<file path="config.mk">
export PLATFORM = sky130hd
export DESIGN_NAME = rcf_reset_cause
export DESIGN_NICKNAME = d
export VERILOG_FILES = /design/src/core/rcf_pkg.sv /design/src/core/rcf_sticky_bit.sv /design/src/core/rcf_irq_ctrl.sv /design/src/core/rcf_reset_cause.sv
export SDC_FILE = /design/constraint.sdc
export NUM_CORES = 1
export LEC_CHECK = 0
export BUFFER_PORTS_ARGS = -buffer_cell sky130_fd_sc_hd__buf_2
export CAP_MARGIN = 0
export CELL_PAD_IN_SITES_DETAIL_PLACEMENT = 1
export CELL_PAD_IN_SITES_GLOBAL_PLACEMENT = 2
export CORE_MARGIN = 5
export CORE_UTILIZATION = 27
export CTS_CLUSTER_DIAMETER = 100
export CTS_CLUSTER_SIZE = 12
export DETAILED_ROUTE_END_ITERATION = 12
export PLACE_DENSITY_LB_ADDON = 0.08
export SETUP_SLACK_MARGIN = 0.2
export SLEW_MARGIN = 20
export SYNTH_ARGS = -nofsm -noshare
export SYNTH_HDL_FRONTEND = slang
export SYNTH_SLANG_ARGS = --single-unit
</file>
<file path="constraint.sdc">
create_clock -name CLK_SYS -period 1.3 [get_ports CLK_SYS]
set_clock_uncertainty 0.05 [all_clocks]
set_input_delay 0.195 -clock CLK_SYS [delete_from_list [all_inputs] [get_ports CLK_SYS]]
set_output_delay 0.195 -clock CLK_SYS [all_outputs]
set_load 0.02 [all_outputs]
</file>
<file path="src/core/rcf_pkg.sv">
// rcf_pkg: constants and carriers for the reset cause flag capture block
// assumes: 8-bit register port, one system clock, separate power-on reset
package rcf_pkg;

  ////////////////////////////////////////////////////////////////////////
  // register port shape
  localparam int AW = 8;
  localparam int DW = 8;

  ////////////////////////////////////////////////////////////////////////
  // register offsets
  localparam logic [7:0] OFS_RESET_CAUSE = 8'h03;
  localparam logic [7:0] OFS_IRQ_STATUS  = 8'h20;
  localparam logic [7:0] OFS_IRQ_MASK    = 8'h21;

  ////////////////////////////////////////////////////////////////////////
  // field positions inside reset_cause_flags, irq status and irq mask
  localparam int BIT_POWER_ON    = 6;
  localparam int BIT_LOW_VOLTAGE = 5;
  localparam int BIT_WATCHDOG    = 3;
  localparam int BIT_OSC_LOSS    = 1;
  localparam int BIT_PLL_LOSS    = 0;

  // implemented bits: 6, 5, 3, 1, 0
  localparam logic [7:0] FLAG_IMPL_MASK = 8'h6b;

  ////////////////////////////////////////////////////////////////////////
  // values after reset
  localparam logic [7:0] FLAG_POR_VALUE   = 8'h60;
  localparam logic [7:0] IRQ_STATUS_RESET = 8'h00;
  localparam logic [7:0] IRQ_MASK_RESET   = 8'h00;
  localparam logic [7:0] RD_DATA_IDLE     = 8'h00;

  ////////////////////////////////////////////////////////////////////////
  // carriers
  typedef struct packed {
    logic [7:0] addr;
    logic [7:0] wdata;
    logic       wr;
    logic       rd;
  } rcf_bus_req_t;

  typedef struct packed {
    logic lvr_core;
    logic lvr_flash;
    logic lvr_io;
    logic wdog;
    logic osc_loss;
    logic pll_loss;
  } rcf_cause_t;

endpackage

</file>
<file path="src/core/rcf_sticky_bit.sv">
// rcf_sticky_bit: one sticky flag, set by hardware, cleared by software
// assumes: set and clr are synchronous one-cycle requests on clk
`timescale 1ns/1ps

module rcf_sticky_bit #(
  parameter logic RESET_VAL = 1'b0
) (
  // clock and reset
  input  logic clk,
  input  logic rst_n,
  // requests
  input  logic set,
  input  logic clr,
  // flag
  output logic q
);

  logic q_reg;
  logic q_next;

  // set wins over a clear in the same cycle, no event is lost
  assign q_next = set | (q_reg & ~clr);

  always_ff @(posedge clk or negedge rst_n) begin
    if (!rst_n) begin
      q_reg <= RESET_VAL;
    end else begin
      q_reg <= q_next;
    end
  end

  assign q = q_reg;
endmodule

</file>
<file path="src/core/rcf_irq_ctrl.sv">
// rcf_irq_ctrl: sticky event status, mask and one level interrupt
// assumes: events are one-cycle pulses, writes are one-cycle strobes
`timescale 1ns/1ps

module rcf_irq_ctrl #(
  parameter int W = 8
) (
  // clock and reset
  input  logic         clk,
  input  logic         rst_n,
  // hardware events
  input  logic [W-1:0] events,
  // software access
  input  logic         wr_status,
  input  logic         wr_mask,
  input  logic [W-1:0] wdata,
  input  logic [W-1:0] impl,
  // state
  output logic [W-1:0] status,
  output logic [W-1:0] mask,
  output logic         irq
);

  logic [W-1:0] status_reg;
  logic [W-1:0] status_next;
  logic [W-1:0] mask_reg;
  logic [W-1:0] mask_next;
  logic [W-1:0] clr;
  logic         irq_reg;

  assign clr         = wr_status ? (wdata & impl) : '0;
  // set wins over a clear arriving in the same cycle
  assign status_next = ((status_reg & ~clr) | events) & impl;
  assign mask_next   = wr_mask ? (wdata & impl) : mask_reg;

  always_ff @(posedge clk or negedge rst_n) begin
    if (!rst_n) begin
      status_reg <= rcf_pkg::IRQ_STATUS_RESET;
      mask_reg   <= rcf_pkg::IRQ_MASK_RESET;
      irq_reg    <= 1'b0;
    end else begin
      status_reg <= status_next;
      mask_reg   <= mask_next;
      irq_reg    <= |(status_next & mask_next);
    end
  end

  assign status = status_reg;
  assign mask   = mask_reg;
  assign irq    = irq_reg;
endmodule

</file>
<file path="src/core/rcf_reset_cause.sv">
// rcf_reset_cause: records which source caused the last reset
// assumes: cause inputs are synchronous one-cycle pulses from the power
// monitor, watchdog and clock monitors; POR_N is also asserted with RST_N
//
// How it works
// - power-on reset sets the power-on flag
// - any of three supply resets sets low-voltage
// - power-on reset also sets the low-voltage flag
// - watchdog reset sets the watchdog flag
// - oscillator clock loss sets oscillator-loss flag
// - pll clock loss sets pll-loss flag
// - power-on reset clears watchdog, oscillator, pll flags
// - flags keep values through a system reset
// - write one clears a flag, zero keeps it
//
// The strobed register port is this design's own decision.
`timescale 1ns/1ps

module rcf_reset_cause #(
  parameter int AW = rcf_pkg::AW,
  parameter int DW = rcf_pkg::DW
) (
  // clock and resets
  input  logic          CLK_SYS,
  input  logic          RST_N,
  input  logic          POR_N,
  // reset cause pulses
  input  logic          LVR_CORE,
  input  logic          LVR_FLASH,
  input  logic          LVR_IO,
  input  logic          WDOG_RST,
  input  logic          OSC_LOSS_RST,
  input  logic          PLL_LOSS_RST,
  // register port
  input  logic [AW-1:0] ADDR,
  input  logic [DW-1:0] WR_DATA,
  input  logic          WR_EN,
  input  logic          RD_EN,
  output logic [DW-1:0] RD_DATA,
  // interrupt
  output logic          IRQ
);

  ////////////////////////////////////////////////////////////////////////
  // request and cause carriers

  rcf_pkg::rcf_bus_req_t req;
  rcf_pkg::rcf_cause_t   cause;

  assign req.addr  = ADDR;
  assign req.wdata = WR_DATA;
  assign req.wr    = WR_EN;
  assign req.rd    = RD_EN;

  assign cause.lvr_core  = LVR_CORE;
  assign cause.lvr_flash = LVR_FLASH;
  assign cause.lvr_io    = LVR_IO;
  assign cause.wdog      = WDOG_RST;
  assign cause.osc_loss  = OSC_LOSS_RST;
  assign cause.pll_loss  = PLL_LOSS_RST;

  ////////////////////////////////////////////////////////////////////////
  // address decode

  logic sel_flags;
  logic sel_status;
  logic sel_mask;
  logic wr_flags;
  logic wr_status;
  logic wr_mask;

  assign sel_flags  = req.addr == rcf_pkg::OFS_RESET_CAUSE;
  assign sel_status = req.addr == rcf_pkg::OFS_IRQ_STATUS;
  assign sel_mask   = req.addr == rcf_pkg::OFS_IRQ_MASK;
  assign wr_flags   = req.wr && sel_flags;
  assign wr_status  = req.wr && sel_status;
  assign wr_mask    = req.wr && sel_mask;

  ////////////////////////////////////////////////////////////////////////
  // cause events in register layout

  logic       lvr_any;
  logic [7:0] set_vec;
  logic [7:0] clr_vec;

  // any of the three supply domains counts as one low-voltage cause
  assign lvr_any = cause.lvr_core | cause.lvr_flash | cause.lvr_io;

  // power-on has no running event; it is caught by the reset value
  always_comb begin
    set_vec                           = 8'h00;
    set_vec[rcf_pkg::BIT_LOW_VOLTAGE] = lvr_any;
    set_vec[rcf_pkg::BIT_WATCHDOG]    = cause.wdog;
    set_vec[rcf_pkg::BIT_OSC_LOSS]    = cause.osc_loss;
    set_vec[rcf_pkg::BIT_PLL_LOSS]    = cause.pll_loss;
  end

  // only ones written to implemented bits clear anything
  assign clr_vec = wr_flags ? (req.wdata & rcf_pkg::FLAG_IMPL_MASK) : 8'h00;

  ////////////////////////////////////////////////////////////////////////
  // reset cause flags
  // these flops sit on POR_N only, so a system reset cannot wipe the
  // evidence of its own cause; the price is that they keep logging
  // events while the rest of the block is held in reset

  logic [7:0] flags;

  genvar gi;
  generate
    for (gi = 0; gi < 8; gi++) begin : g_flag
      if (rcf_pkg::FLAG_IMPL_MASK[gi]) begin : g_impl
        // reset value: 1 for power-on and low-voltage, 0 for the rest
        rcf_sticky_bit #(
          .RESET_VAL (rcf_pkg::FLAG_POR_VALUE[gi])
        ) u_flag (
          .clk   (CLK_SYS),
          .rst_n (POR_N),
          .set   (set_vec[gi]),
          .clr   (clr_vec[gi]),
          .q     (flags[gi])
        );
      end else begin : g_unimpl
        assign flags[gi] = 1'b0;
      end
    end
  endgenerate

  ////////////////////////////////////////////////////////////////////////
  // interrupt on newly logged causes

  logic [7:0] irq_status;
  logic [7:0] irq_mask;
  logic       irq_int;

  rcf_irq_ctrl #(
    .W (8)
  ) u_irq (
    .clk       (CLK_SYS),
    .rst_n     (RST_N),
    .events    (set_vec),
    .wr_status (wr_status),
    .wr_mask   (wr_mask),
    .wdata     (req.wdata),
    .impl      (rcf_pkg::FLAG_IMPL_MASK),
    .status    (irq_status),
    .mask      (irq_mask),
    .irq       (irq_int)
  );

  ////////////////////////////////////////////////////////////////////////
  // read path: data stands only in the cycle after the strobe

  logic [DW-1:0] rd_mux;
  logic [DW-1:0] rd_data_reg;
  logic [DW-1:0] rd_data_next;

  assign rd_mux = sel_flags  ? flags      :
                  sel_status ? irq_status :
                  sel_mask   ? irq_mask   :
                  rcf_pkg::RD_DATA_IDLE;

  assign rd_data_next = req.rd ? rd_mux : rcf_pkg::RD_DATA_IDLE;

  always_ff @(posedge CLK_SYS or negedge RST_N) begin
    if (!RST_N) begin
      rd_data_reg <= rcf_pkg::RD_DATA_IDLE;
    end else begin
      rd_data_reg <= rd_data_next;
    end
  end

  assign RD_DATA = rd_data_reg;
  assign IRQ     = irq_int;
endmodule

</file>
==> metrics <==
WL/cell 17.7 µm; post-synth top area share about 44%; Reg2Reg Setup Slack -0.15 ns; number of flops mapped to enable cells by yosys 0; vias in the first global route ~1100; Initial Util around 27%; Final Cycle Share 134%; synth warn 0; status finished with violations; total track usage 13.8%; Setup WS post-layout -0.445 ns; final setup fails 17; Max Slew Vio Count 0; hold_sp WDOG_RST; Skew-Pair Late Insertion Delay 0.26 ns; core region area between 0.003 and 0.004 mm²; Fmax roughly 0.57 GHz; reg2reg path depth 4; RR Startpoint u_irq.status[5]$_DFF_PN0_; detailed placement HPWL between 2000 and 3000 µm; ant diodes 0; Seq/Total Area, Yosys ~49%; gpl congestion slightly below 0.8; Final Hold Fails 0; chip width 73.1 µm; # clock sinks 21; crit end category flip-flop; nets 183; clk buf depth 2; H-tree Lvls 1; Yosys reg bits 21; Synth cell types 38; Rows 23; synthesized instance count about 90; Initial DRT Pass Iterations 4; Post-Syn Area ~0.0011 mm²; CP max stage delay 0.58 ns; DR vias slightly below 1000; Die H 73.1 µm; boundary pin count 36; Overflow after GRT 0; Max Fanout on Critical Path 4; number of buffers created by CTS 3; WS Path Type input port to flip-flop; Period minus WS final approximately 1.7 ns; Worst Hold End g_flag[3].g_impl.u_flag.q$_DFF_PN0_; initial antenna violation count 0; Worst EP required around 1.4 ns; Post-synth top flop dfrtp_1; pre-CTS WS -0.720 ns; Routed Antenna Nets 0; routed vias/inst roughly 4.8; PwrDens approximately 750 mW/mm²; area growth from synthesis to layout 68.5%; DRC 0; CP Buf/Inv Count 2; worst reg2reg endpoint u_irq.irq$_DFF_PN0_; peak supply drop 0.000551 V; root buf cell clkbuf_8; largest net degree at the start of global routing 17; Die ar. about 0.0053 mm²; Hold Slack 0.0789 ns; slowest CP cell or4b_4; first-pass GRT wire length 5490 µm; Worst Path Arrival around 1.9 ns; IO buf count 29; type of origin of the critical path input port; critical path, cell by cell buf_6 > or4b_4 > buf_12 > nor3_4 > a31oi_1 > a32o_1 > a211o_1; syn avg cell area around 12 µm²; RSZ-0062 raised after global routing true; Hold Path Class input port to flip-flop; MaxCap Viol Count 0; crit-path leading delay family simple AND/OR/NAND/NOR gates; cell leakage power between 0.0008 and 0.0009 µW; share of synthesized registers carrying an async set or reset 100%; Synth area leader dfrtp_1; clk slew on worst S/H paths roughly 0.080 ns; initial DRC count 32; WL final around 3600 µm; layout cells sized above 1 a little under two thirds; WHS Path Cells 2; CTS tree built; violated checks negative setup slack; Synth area leaders dfrtp_1 (44%), mux2_2 (8.4%), dfstp_2 (4.9%)
==> routing by layer <==
metal	vias up	global-route usage (%)	part of all wire (%)
met5	-	0	0
met3	4	2.34	4.5
li1	464	-	-
met2	23	23.9	52
met4	0	4.92	1.1
met1	500	17.0	42
==> cell families after synthesis <==
kind of cell / count (synthesis) / synth area share [%]
AND/OR/NAND/NOR: 32 / 22.9
AO/OA/AOI/OAI: 22 / 15.0
flip-flops: 21 / 49.1
multiplexers: 9 / 9.43
buffers and inverters: 6 / 3.14
other: 1 / 0.349
==> cell usage after synthesis (2+ instances only) <==
library cell	count
dfrtp_1	19
nor2b_1	5
a22oi_1	5
o21ai_0	2
a21o_1	6
nand3_1	4
nor4b_2	2
a31oi_1	2
nand2_1	5
dfstp_2	2
buf_4	3
mux2_2	8
inv_1	2
nand3b_1	2
==> cell type report <==
type,instances,area (µm²)
clock buffer,3,41.3
clock inverter,1,5.00
fill,434,2130
inverter,2,7.51
multi-input combinational,66,647
sequential,21,528
tap,50,62.6
timing repair buffer,62,519
==> report_power, final <==
part           switching, µW  internal (µW)  leakage, µW
sequential              9.57            668     0.000248
combinational            124            125     0.000539
clock                    221            214    0.0000255
total                    355           1010     0.000813
==> worst max path at each step <==
stage,to,depth (start not counted),start
after CTS,u_irq.irq$_DFF_PN0_,7,ADDR[1]
after detailed placement,u_irq.irq$_DFF_PN0_,7,ADDR[1]
after global placement,u_irq.irq$_DFF_PN0_,6,ADDR[1]
after floorplan,u_irq.irq$_DFF_PN0_,5,ADDR[1]
after global routing,u_irq.irq$_DFF_PN0_,7,ADDR[1]
final,u_irq.irq$_DFF_PN0_,7,ADDR[1]
==> what timing repair did <==
| item | CTS | global route |
|---|---|---|
| hold buffers | 2 | 0 |
| setup buffers | 3 | 5 |
| setup endpoints to repair | 21 | 21 |
| cloned | 1 | 0 |
| resized for setup | 25 | 13 |
| pin swaps | 12 | 9 |
| endpoints found under the hold margin | 21 | 0 |
==> cell usage in the layout (no fill, tap or decap), types with 2 or more instances in the layout <==
master,netlist,final
nor2b_1,5,5
a21o_1,6,6
mux2_4,0,3
nand2_2,0,2
nand2_1,5,2
buf_6,0,17
conb_1,1,3
buf_2,0,24
buf_12,0,2
clkbuf_8,0,3
nor4b_4,0,2
or4b_4,1,2
nor3_4,1,2
dfrtp_1,19,19
buf_4,3,16
dlygate4sd3_1,0,2
a22oi_2,0,5
inv_1,2,2
mux2_2,8,6
nand3_2,1,4
dfstp_2,2,2
nand3b_1,2,2
==> stage by stage <==
step | total power (µW) | utilization [%] | instance area, µm² | setup TNS, ns | instances
3_5_place_dp | 901 | 37.8 | 1490 | -8.03 | 190
4_1_cts | 1370 | 43.7 | 1720 | -2.55 | 200
2_1_floorplan | 768 | - | 1120 | -2.37 | 93
6_report | 1360 | 45.9 | 1810 | -3.38 | 205
3_3_place_gp | 899 | 37.8 | 1490 | -7.32 | 190
5_1_grt | 1420 | 45.9 | 1810 | -3.96 | 205
Note: power is estimated with default switching activity, not from simulation.
